## src/hdl/sdac_regs.svh

```systemverilog
`ifndef SDAC_REGS_SVH
`define SDAC_REGS_SVH

`define SDAC_ADDR_IRQ_FLAGS 8'h06
`define SDAC_ADDR_IRQ_EN 8'h07
`define SDAC_ADDR_RES_HI 8'h10
`define SDAC_ADDR_RES_LO 8'h11
`define SDAC_ADDR_CONV_CTRL 8'h13
`define SDAC_ADDR_CHOP_CTRL 8'h15
`define SDAC_ADDR_NET_A 8'h18
`define SDAC_ADDR_NET_B 8'h19
`define SDAC_ADDR_NET_C 8'h1A
`define SDAC_ADDR_NET_D 8'h1B
`define SDAC_ADDR_SAMPLE 8'h1C

`define SDAC_RST_BYTE 8'h00
`define SDAC_RST_WORD 16'h0000
`define SDAC_IRQ_BIT 2
`define SDAC_GIE_BIT 7
`define SDAC_COMB_BIT 3
`define SDAC_CHOP_LSB 2
`define SDAC_ONF_BIT 1
`define SDAC_SHORT_BIT 0
`define SDAC_AMP_EN_BIT 3
`define SDAC_BASE_DIV 32'd125
`define SDAC_RATE_MAX 3'h6
`define SDAC_RESULT_BITS 14

`endif

```

## src/hdl/sdac_pkg.sv

```systemverilog
package sdac_pkg;

    typedef enum logic [1:0] {
        SDAC_IDLE = 2'h0,
        SDAC_RUN = 2'h1,
        SDAC_DUMP = 2'h3
    } sdac_state_t;

    typedef struct packed {
        logic [7:0] flags;
        logic [7:0] irq_en;
        logic [15:0] result;
        logic [3:0] conv_ctrl;
        logic [1:0] chop;
        logic [7:0] net_a;
        logic [5:0] net_b;
        logic [4:0] net_c;
        logic [3:0] net_d;
        logic [7:0] rd_data;
        logic [12:0] rate_cnt;
        logic [15:0] accum;
        sdac_state_t state;
    } sdac_ctl_t;

endpackage : sdac_pkg

```

## src/hdl/sdac_fifo.sv

```systemverilog
`timescale 1ns/1ps
`default_nettype none

module sdac_fifo
    import sdac_pkg::*;
#(
    parameter int WIDTH = 16,
    parameter int DEPTH = 16
) (
    // Clock and reset.
    input wire logic clk,
    input wire logic reset,
    // Filling side.
    input wire logic in_valid,
    output logic in_ready,
    input wire logic [WIDTH-1:0] in_data,
    // Draining side.
    output logic out_valid,
    input wire logic out_ready,
    output logic [WIDTH-1:0] out_data
);
    localparam int AW = $clog2(DEPTH);

    typedef struct packed {
        logic [AW:0] wr;
        logic [AW:0] rd;
    } sdac_fptr_t;

    sdac_fptr_t ptr_r;
    sdac_fptr_t ptr_nxt;
    logic [WIDTH-1:0] mem [DEPTH];
    logic full;
    logic empty;

    assign empty = ptr_r.wr == ptr_r.rd;
    assign full = (ptr_r.wr[AW] != ptr_r.rd[AW])
        && (ptr_r.wr[AW-1:0] == ptr_r.rd[AW-1:0]);
    assign in_ready = !full;
    assign out_valid = !empty;
    assign out_data = mem[ptr_r.rd[AW-1:0]];

    always_comb begin
        ptr_nxt = ptr_r;
        if (in_valid && !full) begin
            ptr_nxt.wr = ptr_r.wr + 1'b1;
        end
        if (out_ready && !empty) begin
            ptr_nxt.rd = ptr_r.rd + 1'b1;
        end
    end

    always_ff @(posedge clk) begin
        if (reset) begin
            ptr_r <= '0;
        end else begin
            ptr_r <= ptr_nxt;
        end
        if (in_valid && !full) begin
            mem[ptr_r.wr[AW-1:0]] <= in_data;
        end
    end

    fifo_no_overfill_a: assert property (@(posedge clk) disable iff (reset)
        full |=> $stable(ptr_r.wr))
        else $error("fifo write pointer moved while full");

endmodule : sdac_fifo
`default_nettype wire

```

## src/hdl/sdac_sync.sv

```systemverilog
`timescale 1ns/1ps
`default_nettype none

module sdac_sync
    import sdac_pkg::*;
(
    // Clock and reset.
    input wire logic clk,
    input wire logic reset,
    // Asynchronous level in, synchronous level out.
    input wire logic async_in,
    output logic sync_out
);
    logic [1:0] stage_r;

    assign sync_out = stage_r[1];

    always_ff @(posedge clk) begin
        if (reset) begin
            stage_r <= 2'h0;
        end else begin
            stage_r <= {stage_r[0], async_in};
        end
    end

endmodule : sdac_sync
`default_nettype wire

```

## src/hdl/sdac_top.sv

```systemverilog
// Functional notes
// - The converter turns the input to reference ratio into a 14-bit value.
// - Two reference and two input signals are handled as differential pairs.
// - The result reads as high byte at 10h and low byte at 11h, reset zero.
// - Control bit 3 enables the comb filter; clear forces the result to zero.
// - Rate code n divides the converter clock by 125 times 2^n, 111 as 110.
// - Amplifier inputs follow their own three and two bit select fields.
// - The amplifier takes a two-bit chopper field and an enable flag.
// - The on flag runs the converter while control bit 3 is set; the short control ties the inputs.
`timescale 1ns/1ps
`default_nettype none

`include "sdac_regs.svh"

module sdac_top
    import sdac_pkg::*;
#(
    parameter int FIFO_DEPTH = 16
) (
    // Clock and reset.
    input wire logic clk,
    input wire logic reset,
    // Register port.
    input wire logic [7:0] reg_addr,
    input wire logic [7:0] reg_wdata,
    input wire logic reg_write,
    input wire logic reg_read,
    output logic [7:0] reg_rdata,
    // Modulator bit streams from the analog side.
    input wire logic mod_pos_bit,
    input wire logic mod_neg_bit,
    // Analog controls.
    output logic converter_on_flag,
    output logic input_short_control,
    output logic [1:0] converter_gain_field,
    output logic internal_reference_enable,
    output logic [1:0] negative_input_select,
    output logic [2:0] filter_input_select,
    output logic [2:0] positive_input_select,
    output logic [1:0] negative_reference_select,
    output logic [1:0] positive_reference_select,
    output logic [2:0] amp_noninv_select,
    output logic [1:0] amp_inv_select,
    output logic [1:0] amp_chopper_field,
    output logic amp_enable_flag,
    // Interrupt request.
    output logic converter_irq
);
    // ****************************************************************
    // Input capture and sample buffer
    // ****************************************************************
    sdac_ctl_t st_r;
    sdac_ctl_t st_nxt;
    logic pos_s;
    logic neg_s;
    logic fifo_in_ready;
    logic fifo_out_valid;
    logic [15:0] fifo_out_data;
    logic fifo_pop;
    logic new_result;
    logic [12:0] rate_div;
    logic [15:0] filtered;

    sdac_sync u_sync_pos (
        .clk(clk),
        .reset(reset),
        .async_in(mod_pos_bit),
        .sync_out(pos_s)
    );

    sdac_sync u_sync_neg (
        .clk(clk),
        .reset(reset),
        .async_in(mod_neg_bit),
        .sync_out(neg_s)
    );

    // Results queue here for software reading the sample port; results arriving while it is full are lost.
    sdac_fifo #(
        .WIDTH(16),
        .DEPTH(FIFO_DEPTH)
    ) u_fifo (
        .clk(clk),
        .reset(reset),
        .in_valid(new_result),
        .in_ready(fifo_in_ready),
        .in_data(filtered),
        .out_valid(fifo_out_valid),
        .out_ready(fifo_pop),
        .out_data(fifo_out_data)
    );

    // ****************************************************************
    // Rate divider and result path
    // ****************************************************************
    // Codes above 110 saturate to the slowest rate.
    always_comb begin
        logic [2:0] code;
        code = st_r.conv_ctrl[2:0];
        if (code > `SDAC_RATE_MAX) begin
            code = `SDAC_RATE_MAX;
        end
        rate_div = 13'(`SDAC_BASE_DIV << code);
    end

    // The count of positive minus negative modulator bits over one output
    // period is the ratio of input to reference; it is clipped to 14 bits.
    always_comb begin
        logic [15:0] lim;
        lim = 16'((1 << (`SDAC_RESULT_BITS - 1)) - 1);
        if ($signed(st_r.accum) > $signed(lim)) begin
            filtered = lim;
        end else if ($signed(st_r.accum) < -$signed(lim)) begin
            filtered = -lim;
        end else begin
            filtered = st_r.accum;
        end
    end

    // A full queue drops the result; the registers still update.
    assign new_result = st_r.state == SDAC_DUMP;
    assign fifo_pop = reg_read && reg_addr == `SDAC_ADDR_SAMPLE;

    // ****************************************************************
    // Next state
    // ****************************************************************
    always_comb begin
        st_nxt = st_r;
        st_nxt.rd_data = `SDAC_RST_BYTE;
        unique case (st_r.state)
            SDAC_IDLE: begin
                st_nxt.rate_cnt = '0;
                st_nxt.accum = `SDAC_RST_WORD;
                if (st_r.net_c[`SDAC_ONF_BIT]
                    && st_r.conv_ctrl[`SDAC_COMB_BIT]) begin
                    st_nxt.state = SDAC_RUN;
                end
            end
            SDAC_RUN: begin
                // Shorted inputs give zero difference in both streams.
                if (!st_r.net_c[`SDAC_SHORT_BIT]) begin
                    st_nxt.accum = st_r.accum
                        + 16'(pos_s) - 16'(neg_s);
                end
                st_nxt.rate_cnt = st_r.rate_cnt + 13'h1;
                if (st_r.rate_cnt >= rate_div - 13'h1) begin
                    st_nxt.state = SDAC_DUMP;
                end
                if (!st_r.net_c[`SDAC_ONF_BIT]
                    || !st_r.conv_ctrl[`SDAC_COMB_BIT]) begin
                    st_nxt.state = SDAC_IDLE;
                end
            end
            SDAC_DUMP: begin
                st_nxt.result = filtered;
                st_nxt.flags[`SDAC_IRQ_BIT] = 1'b1;
                st_nxt.rate_cnt = '0;
                st_nxt.accum = `SDAC_RST_WORD;
                st_nxt.state = SDAC_RUN;
            end
            default: st_nxt.state = SDAC_IDLE;
        endcase

        if (reg_write) begin
            unique case (reg_addr)
                `SDAC_ADDR_IRQ_FLAGS: begin
                    st_nxt.flags = reg_wdata;
                    // A new result in the clearing cycle still wins.
                    if (new_result) begin
                        st_nxt.flags[`SDAC_IRQ_BIT] = 1'b1;
                    end
                end
                `SDAC_ADDR_IRQ_EN: st_nxt.irq_en = reg_wdata;
                `SDAC_ADDR_CONV_CTRL: st_nxt.conv_ctrl = reg_wdata[3:0];
                `SDAC_ADDR_CHOP_CTRL:
                    st_nxt.chop = reg_wdata[`SDAC_CHOP_LSB+:2];
                `SDAC_ADDR_NET_A: st_nxt.net_a = reg_wdata;
                `SDAC_ADDR_NET_B: st_nxt.net_b = reg_wdata[5:0];
                `SDAC_ADDR_NET_C:
                    st_nxt.net_c = {reg_wdata[7], reg_wdata[3:0]};
                `SDAC_ADDR_NET_D: st_nxt.net_d = reg_wdata[3:0];
                default: ;
            endcase
        end

        // Comb filter off: the digital result reads as zero.
        if (!st_r.conv_ctrl[`SDAC_COMB_BIT]) begin
            st_nxt.result = `SDAC_RST_WORD;
        end

        if (reg_read) begin
            unique case (reg_addr)
                `SDAC_ADDR_IRQ_FLAGS: st_nxt.rd_data = st_r.flags;
                `SDAC_ADDR_IRQ_EN: st_nxt.rd_data = st_r.irq_en;
                `SDAC_ADDR_RES_HI: st_nxt.rd_data = st_r.result[15:8];
                `SDAC_ADDR_RES_LO: st_nxt.rd_data = st_r.result[7:0];
                `SDAC_ADDR_CONV_CTRL:
                    st_nxt.rd_data = {4'h0, st_r.conv_ctrl};
                `SDAC_ADDR_CHOP_CTRL:
                    st_nxt.rd_data = {4'h0, st_r.chop, 2'h0};
                `SDAC_ADDR_NET_A: st_nxt.rd_data = st_r.net_a;
                `SDAC_ADDR_NET_B: st_nxt.rd_data = {2'h0, st_r.net_b};
                `SDAC_ADDR_NET_C:
                    st_nxt.rd_data = {st_r.net_c[4], 3'h0, st_r.net_c[3:0]};
                `SDAC_ADDR_NET_D: st_nxt.rd_data = {4'h0, st_r.net_d};
                `SDAC_ADDR_SAMPLE: begin
                    // Low byte of the oldest queued result; zero when empty.
                    if (fifo_out_valid) begin
                        st_nxt.rd_data = fifo_out_data[7:0];
                    end
                end
                default: st_nxt.rd_data = `SDAC_RST_BYTE;
            endcase
        end
    end

    always_ff @(posedge clk) begin
        if (reset) begin
            st_r <= '0;
        end else begin
            st_r <= st_nxt;
        end
    end

    // ****************************************************************
    // Outputs
    // ****************************************************************
    assign reg_rdata = st_r.rd_data;
    assign converter_on_flag = st_r.net_c[`SDAC_ONF_BIT];
    assign input_short_control = st_r.net_c[`SDAC_SHORT_BIT];
    assign converter_gain_field = st_r.net_c[3:2];
    assign internal_reference_enable = st_r.net_c[4];
    assign negative_input_select = st_r.net_a[7:6];
    assign filter_input_select = st_r.net_a[5:3];
    assign positive_input_select = st_r.net_a[2:0];
    assign negative_reference_select = st_r.net_b[3:2];
    assign positive_reference_select = st_r.net_b[1:0];
    assign amp_inv_select = st_r.net_b[5:4];
    assign amp_noninv_select = st_r.net_d[2:0];
    assign amp_enable_flag = st_r.net_d[`SDAC_AMP_EN_BIT];
    assign amp_chopper_field = st_r.chop;
    assign converter_irq = st_r.flags[`SDAC_IRQ_BIT]
        && st_r.irq_en[`SDAC_IRQ_BIT] && st_r.irq_en[`SDAC_GIE_BIT];

    // ****************************************************************
    // Checks
    // ****************************************************************
    comb_off_zero_a: assert property (@(posedge clk) disable iff (reset)
        !st_r.conv_ctrl[`SDAC_COMB_BIT] |=> st_r.result == 16'h0000)
        else $error("result not zero with comb filter off");

    result_sets_flag_a: assert property (@(posedge clk)
        disable iff (reset)
        st_r.state == SDAC_DUMP |=> st_r.flags[`SDAC_IRQ_BIT])
        else $error("new result did not set the flag");

    irq_gating_a: assert property (@(posedge clk) disable iff (reset)
        converter_irq |-> st_r.irq_en[`SDAC_GIE_BIT])
        else $error("irq raised without global enable");

    rate_base_a: assert property (@(posedge clk) disable iff (reset)
        st_r.conv_ctrl[2:0] == 3'h0 |-> rate_div == 13'h007D)
        else $error("code 000 does not divide by 125");

    rate_top_a: assert property (@(posedge clk) disable iff (reset)
        st_r.conv_ctrl[2:0] == 3'h7 |-> rate_div == 13'h1F40)
        else $error("code 111 does not divide by 8000");

    result_range_a: assert property (@(posedge clk) disable iff (reset)
        $signed(st_r.result) <= $signed(16'h1FFF)
        && $signed(st_r.result) >= -$signed(16'h1FFF))
        else $error("result beyond 14 bits");

    short_holds_a: assert property (@(posedge clk) disable iff (reset)
        st_r.state == SDAC_RUN && st_r.net_c[`SDAC_SHORT_BIT]
        && st_nxt.state == SDAC_RUN |=> $stable(st_r.accum))
        else $error("accumulator moved with inputs shorted");

    read_hi_a: assert property (@(posedge clk) disable iff (reset)
        reg_read && reg_addr == `SDAC_ADDR_RES_HI && !reg_write
        |=> reg_rdata == $past(st_r.result[15:8]))
        else $error("high result byte read wrong");

    amp_sel_a: assert property (@(posedge clk) disable iff (reset)
        reg_write && reg_addr == `SDAC_ADDR_NET_D
        |=> amp_noninv_select == $past(reg_wdata[2:0]))
        else $error("amplifier select not taken");

    irq_raise_a: assert property (@(posedge clk) disable iff (reset)
        st_r.state == SDAC_DUMP && st_r.irq_en[`SDAC_IRQ_BIT]
        && st_r.irq_en[`SDAC_GIE_BIT]
        && !(reg_write && reg_addr == `SDAC_ADDR_IRQ_EN) |=> converter_irq)
        else $error("enabled result did not raise the request");

    flag_clear_a: assert property (@(posedge clk) disable iff (reset)
        reg_write && reg_addr == `SDAC_ADDR_IRQ_FLAGS
        && !reg_wdata[`SDAC_IRQ_BIT] && !new_result
        |=> !st_r.flags[`SDAC_IRQ_BIT])
        else $error("flag not cleared by software");

    read_lo_a: assert property (@(posedge clk) disable iff (reset)
        reg_read && reg_addr == `SDAC_ADDR_RES_LO && !reg_write
        |=> reg_rdata == $past(st_r.result[7:0]))
        else $error("low result byte read wrong");

    result_ro_a: assert property (@(posedge clk) disable iff (reset)
        reg_write && (reg_addr == `SDAC_ADDR_RES_HI
        || reg_addr == `SDAC_ADDR_RES_LO) && st_r.state != SDAC_DUMP
        && st_r.conv_ctrl[`SDAC_COMB_BIT] |=> $stable(st_r.result))
        else $error("result changed by a register write");

    idle_read_zero_a: assert property (@(posedge clk) disable iff (reset)
        !reg_read |=> reg_rdata == 8'h00)
        else $error("read data not zero without a read");

    sample_read_a: assert property (@(posedge clk) disable iff (reset)
        reg_read && reg_addr == `SDAC_ADDR_SAMPLE && fifo_out_valid
        |=> reg_rdata == $past(fifo_out_data[7:0]))
        else $error("queued result read wrong");

    off_idle_a: assert property (@(posedge clk) disable iff (reset)
        !st_r.net_c[`SDAC_ONF_BIT] && st_r.state != SDAC_DUMP
        |=> st_r.state == SDAC_IDLE)
        else $error("converter kept running while off");

    rate_mid_a: assert property (@(posedge clk) disable iff (reset)
        st_r.conv_ctrl[2:0] == 3'h3 |-> rate_div == 13'h03E8)
        else $error("code 011 does not divide by 1000");

    period_end_a: assert property (@(posedge clk) disable iff (reset)
        st_r.state == SDAC_RUN && st_r.rate_cnt == rate_div - 13'h1
        && st_r.net_c[`SDAC_ONF_BIT] && st_r.conv_ctrl[`SDAC_COMB_BIT]
        |=> st_r.state == SDAC_DUMP)
        else $error("output period did not end on time");

    dump_once_a: assert property (@(posedge clk) disable iff (reset)
        st_r.state == SDAC_DUMP |=> st_r.state == SDAC_RUN
        && st_r.rate_cnt == 13'h0 && st_r.accum == 16'h0000)
        else $error("result cycle did not restart the window");

    rate_cnt_bound_a: assert property (@(posedge clk) disable iff (reset)
        st_r.rate_cnt <= 13'h1F40)
        else $error("window counter past the slowest rate");

endmodule : sdac_top
`default_nettype wire

```

## config.mk

```make
export PLATFORM = sky130hd
export DESIGN_NAME = sdac_top
export DESIGN_NICKNAME = d
export VERILOG_FILES = /design/src/hdl/sdac_pkg.sv /design/src/hdl/sdac_fifo.sv /design/src/hdl/sdac_sync.sv /design/src/hdl/sdac_top.sv
export VERILOG_INCLUDE_DIRS = /design/src /design/src/hdl
export SDC_FILE = /design/constraint.sdc
export NUM_CORES = 1
export LEC_CHECK = 0
export ABC_AREA = 0
export BUFFER_PORTS_ARGS = -buffer_cell sky130_fd_sc_hd__buf_4
export CAP_MARGIN = 20
export CELL_PAD_IN_SITES_DETAIL_PLACEMENT = 0
export CELL_PAD_IN_SITES_GLOBAL_PLACEMENT = 1
export CORE_AREA = 2 2 159 161
export DETAILED_ROUTE_END_ITERATION = 7
export DIE_AREA = 0 0 161 163
export PLACE_DENSITY_LB_ADDON = 0.08
export SLEW_MARGIN = 20
export SYNTH_ARGS = -nofsm -noshare
export SYNTH_HDL_FRONTEND = slang
export SYNTH_SLANG_ARGS = --single-unit
```

## constraint.sdc

```tcl
create_clock -name clk -period 2.8 [get_ports clk]
set_input_delay 0.84 -clock clk [delete_from_list [all_inputs] [get_ports clk]]
set_output_delay 0.84 -clock clk [all_outputs]
set_load 0.01 [all_outputs]
```

# Word level (Yosys, flattened, before mapping)
# Memories as Yosys holds them, arrays and structs flattened. A register that Yosys moved wholly into a read port is not among the register bits.
# Cells that the tools add are included.
# word_totals
word_cells	98
mem_count	1
output_inout_bits	34
mem_bits_rw	256
input_bits	22
ff_bits	114
# classes
shifts	1
muxes	20
n_eq_ne	19
bitwise	2
reduce_logical	27
n_lt_le_gt_ge	4
add_sub_neg	6
# mem_list
name	words	width	rd	rd_ports_with_merged_regs	write_ports	line_no	text
u_fifo.mem	16	16	1	1	1	sdac_fifo.sv:31	logic [WIDTH-1:0] mem [DEPTH];
# op_table
cell	count
case mux 8 bit (11 select lines)	1
== test 8 x 5 -> 1 bit, second input constant	9
case mux 29 bit (2 select lines)	1
2-to-1 mux 16 bit	3
AND reduction 2 bit	10
adder 16 x 1 -> 16 bit	1
== test 8 x 3 -> 1 bit, second input constant	2
> comparator 16 x 14 -> 1 bit, second input constant	1
less-than comparator 16 x 14 -> 1 bit, second input constant	1
2-to-1 mux 8 bit	2
subtractor 16 x 1 -> 16 bit	1
adder 13 x 1 -> 13 bit, second input constant	1
greater-or-equal comparator 13 bit	1
<< shifter 7 x 3 -> 13 bit, first input constant	1
subtractor 13 x 1 -> 13 bit, second input constant	1
2-to-1 mux 11 bit	1
adder 5 x 1 -> 5 bit, second input constant	2
2-to-1 mux 4 bit	2
logical AND 1 bit	7
2-to-1 mux 2 bit	3
2-to-1 mux 3 bit	2
case mux 2 bit (3 select lines)	1
OR reduction 2 bit	3
== test 5 bit	1
other kinds (13)	21

# Logic depth before layout (Yosys ltp)
# logic_depth
ltp_word	8
depth_mapped	11
ltp_nobuf	10

# Cells and area by module
# A second synthesis with hierarchy kept.
# hier_totals
hier_cells	1214
area_unflattened_um2	16942.5
# by_module_without_submodules
module	seq_area_each_um2	area_per_inst_um2	instances	cells_per_inst
sdac_fifo	7967.6	10717.8	1	461
sdac_top	2001.9	6119.6	1	745
sdac_sync	40.0	52.6	2	4

# Least setup slack after synthesis
# Ideal clock, no wire load.
# synth_path
path_kind	input to register
start	input reg_addr[3]
end	register st_r, in the netlist reg_rdata[0]
stages	9
path_buffers	3
setup_ps	75
t_required_ps	2725
path_slack_ps	246
arrival_ps	2479
path_cell_list	buf_6 -> nor4_4 -> and2_1 -> buf_4 -> a31oi_1 -> or3_1 -> buf_6 -> a211o_4 -> o22ai_1
# synth_via
elab_chain_cells	2
elab_cells_between_ends	12
classes_between	eq/ne (11); mux (1)
# synth_lines
item	line_no	text
start, declared	sdac_top.sv:24	input wire logic [7:0] reg_addr,
== test 8 x 5 -> 1 bit or == test 8 x 3 -> 1 bit (tied branches)	sdac_top.sv:192	unique case (reg_addr)
case mux 8 bit (11 select lines) (*)	sdac_top.sv:192	
end signal, assigned	sdac_top.sv:221	st_r <= st_nxt;
end, declared	sdac_top.sv:52	sdac_ctl_t st_r;
# Every way passes the cells marked *; elsewhere a longest branch is shown, timed or not.
# A chain may end at the register's enable or synchronous reset.

# Final worst setup path
# layout_path
start	register st_r[7] in the netlist's numbering
end	memory u_fifo.mem[13][3], data pin
# layout_via
elab_chain_cells	3
elab_cells_between_ends	4
classes_between	order compare (2); mux (2)
# layout_lines
item	line_no	text
less-than comparator 16 x 14 -> 1 bit	sdac_top.sv:113	end else if ($signed(st_r.accum) < -$signed(lim)) begin
2-to-1 mux 16 bit	sdac_top.sv:113	
2-to-1 mux 16 bit (*)	sdac_top.sv:111	if ($signed(st_r.accum) > $signed(lim)) begin
via filtered[3]	sdac_top.sv:62	logic [15:0] filtered;
end, declared	sdac_fifo.sv:31	
# Mark *: on every way through the listed nets, which the timed path passes. The rest lies on a longest branch.

==> flow_metrics.py <==
metrics = {
    "synth": {
        "synth_top_family_by_area": "multiplexers",
        "synth_async_sr_flop_share": 0,
        "yosysSeqAreaShare": 0.525,
        "syn_nets": 1090,
        "netlist_area_um2": 11800,
        "synth-simple-area-share": 0.117,
        "synth_seq_cells": 246,
        "muxShareOfSynthArea": 0.132,
        "synth_cell_type_count": 70,
        "synth_edf_count": 128,
        "synth_adder_area_share": 0.0684,
        "ys_dominant_reg_cell": "edfxtp_1",
        "synth_warnings": 0,
        "syn_inst": 1004,
        "synth-xor-area-share": 0.0222,
        "synth.avg_cell_area_um2": 11.8,
        "synth_compound_area_frac": 0.0822,
    },
    "clocking": {
        "htree_levels": 1,
        "cts_hold_buf": 0,
        "cts_num_sinks": 246,
        "cts_inserted_buffers": 27,
        "cts.reportedPaths.clkPinSlew_ns": 0.06,
        "cts_root_buf": "clkbuf_16",
        "post_cts_buffers": 0,
        "worstSkewPairLatency_ns": 0.55,
        "cts_tree": "done",
        "cts-resized-gates": 0,
        "clk_path_buf_depth": 3,
    },
    "floorplan": {
        "start_util": 0.479,
        "die_area_um2": 26200,
        "die_h_um": 163,
        "core-area_um2": 24700,
        "die_w_um": 161,
        "rows": 58,
        "ios": 56,
    },
    "route": {
        "ant_nets": 0,
        "wl_per_cell_um": 18.6,
        "vias": 7611,
        "firstDrtPassIters": 5,
        "totalWireLength_um": 26400,
        "first_iter_violations": 438,
        "post-route-drc-count": 0,
        "routed_via_density": 5.36,
    },
    "global_route": {
        "grt_use_total": 0.204,
        "grt_pass1_wl_um": 42100,
        "grt_pass1_vias": 7552,
        "grt_max_degree": 57,
        "antenna_found_initial": 0,
        "overflow": 0,
    },
    "sta": {
        "setup_tns_ns": 0,
        "finalHoldViolCount": 0,
        "timing.slew.headroom": 0.576,
        "timing.fmax_mhz": 395,
        "finalSetupViolations": 0,
        "worst-slew-pin-transition_ns": 0.633,
        "grt_setup_unrepaired": "no",
        "slew_viol_final": 0,
        "period_needed_ns": 2.53,
        "timing.final.crit_share": 0.904,
        "clock_skew_ns": 0.0202,
    },
    "worst_setup_path": {
        "crit_fanout": 16,
        "cp.required_ns": 2.99,
        "end_kind": "flop",
        "cp.arrival_ns": 2.72,
        "critPathLaunchType": "flop",
        "reg2reg_from": "st_r[7]$_SDFFE_PP0P_",
        "crit_start": "st_r[7]$_SDFFE_PP0P_",
        "crit_type": "flop to flop",
    },
    "placed_design": {
        "globalplace.congestion": 0.774,
        "port_buffers": 55,
        "hpwl_um": 18800,
    },
    "pwr": {
        "power_leakage_nw": 5.05,
        "power_density_nw_per_um2": 577,
        "irDropWorstVdd_v": 0.000555,
    },
    "run": {
        "max_cap_viol_count": 0,
    },
    "cells_and_area": {
        "drive_above_1_share": 0.194,
        "mostFrequentLayoutCells": "128 x edfxtp_1, 117 x dfxtp_1, 114 x nor2_1",
        "syn2layout_area_growth_pct": 15.0,
        "fill_cells": 2182,
        "mostFrequentLayoutCell": "edfxtp_1",
        "final_util": 0.551,
        "antenna_cells": 0,
        "nets": 1155,
    },
    "hold_path": {
        "min_path_type": "flop to flop",
        "worstHoldStart": "u_sync_pos.stage_r[0]$_SDFF_PP0_",
    },
    "outcome": {
        "status": "finished clean",
    },
}
-- synthesized netlist by cell type, types with 4 or more instances --
master,count,area share
a21boi_0,4,0.0025
o211ai_1,5,0.0032
o31ai_1,4,0.0025
mux2i_1,55,0.047
nand3_1,23,0.0097
and3_1,7,0.0037
nor2_1,114,0.036
a21oi_1,53,0.022
dfxtp_1,118,0.20
o21bai_1,4,0.0025
inv_1,50,0.016
a32oi_1,4,0.0030
mux4_2,42,0.080
o22ai_1,6,0.0032
clkbuf_1,35,0.011
edfxtp_1,128,0.33
and2_1,4,0.0021
or3_1,8,0.0042
ha_1,63,0.067
nand4_1,11,0.0058
xor2_1,17,0.013
buf_4,31,0.020
nor3_1,12,0.0051
nor2b_1,10,0.0053
buf_2,9,0.0038
a311oi_1,13,0.0096
o21ai_0,20,0.0085
nand2b_1,16,0.0085
nand2_1,58,0.018
xnor2_1,13,0.0096
-- report_power, final --
group	switching, mW	internal [mW]	leakage (nW)
sequential	0.00990	3.87	2.13
combinational	0.293	0.170	2.50
clock	1.45	2.05	0.422
total	1.76	6.09	5.05
-- worst max-delay path, cell delays in order, from the launching register on --
cell      delay (ns)
dfxtp_1         0.31
inv_1           0.12
ha_1            0.15
a21boi_0        0.20
o21ai_0         0.14
a31oi_1         0.21
o21ai_0         0.10
ha_1            0.42
nand2b_1        0.21
nand2_1         0.30
-- sequential cells by signal, summed over array words and instances (netlist names), 2 cells and up, named ones only --
name,count
u_sync_neg.stage_r,2
amp_noninv_select,3
u_fifo.mem,128
u_fifo.ptr_r,10
u_sync_pos.stage_r,2
amp_inv_select,2
filter_input_select,3
st_r,67
converter_gain_field,2
negative_input_select,2
positive_input_select,3
amp_chopper_field,2
negative_reference_select,2
reg_rdata,8
positive_reference_select,2
-- area by class of cell --
| type | count | area [um^2] | share of cell area |
|---|---|---|---|
| inverter | 50 | 188 | 0.0138 |
| clock buffer | 30 | 687 | 0.0505 |
| tap | 330 | 413 | 0.0304 |
| timing repair buffer | 117 | 928 | 0.0683 |
| sequential | 246 | 6210 | 0.457 |
| multi-input combinational | 627 | 4980 | 0.366 |
| clock inverter | 20 | 193 | 0.0142 |
-- final timing paths --
path | end | slack (ns) | depth (start not counted)
worst max register to register | u_fifo.mem[13][3]$_DFFE_PP_ | 0.27 | 9
worst min register to register | u_sync_pos.stage_r[1]$_SDFF_PP0_ | 0.45 | 1
worst min-delay path | u_sync_pos.stage_r[1]$_SDFF_PP0_ | 0.45 | 1
worst max-delay path | u_fifo.mem[13][3]$_DFFE_PP_ | 0.27 | 9
-- per-layer routing --
metal / routed length [um] / up-vias / track usage
met2: 13100 / 134 / 0.353
met3: 998 / 38 / 0.0242
met5: 0 / - / 0
li1: - / 3754 / -
met4: 484 / 0 / 0.0524
met1: 11800 / 3685 / 0.276
-- cells by family after synthesis --
group / Yosys count
simple gates: 286
flops: 246
compound gates: 146
buf+inv: 131
mux: 101
fa+ha+maj: 64
xor+xnor: 30
-- per-stage QoR --
stage               instances  cell area (um^2)  power, mW  hold slack, ns  worst slack, ns
global placement         1370             12700       4.42           0.426           0.0450
detailed placement       1370             12700       4.42           0.438          0.00286
CTS                      1420             13600       7.94           0.453            0.238
global route             1420             13600       8.12           0.481           0.0285
floorplan                1004             11800       4.23           0.414            0.246
finish                   1420             13600       7.85           0.450            0.268
(Power assumes the default switching activity.)
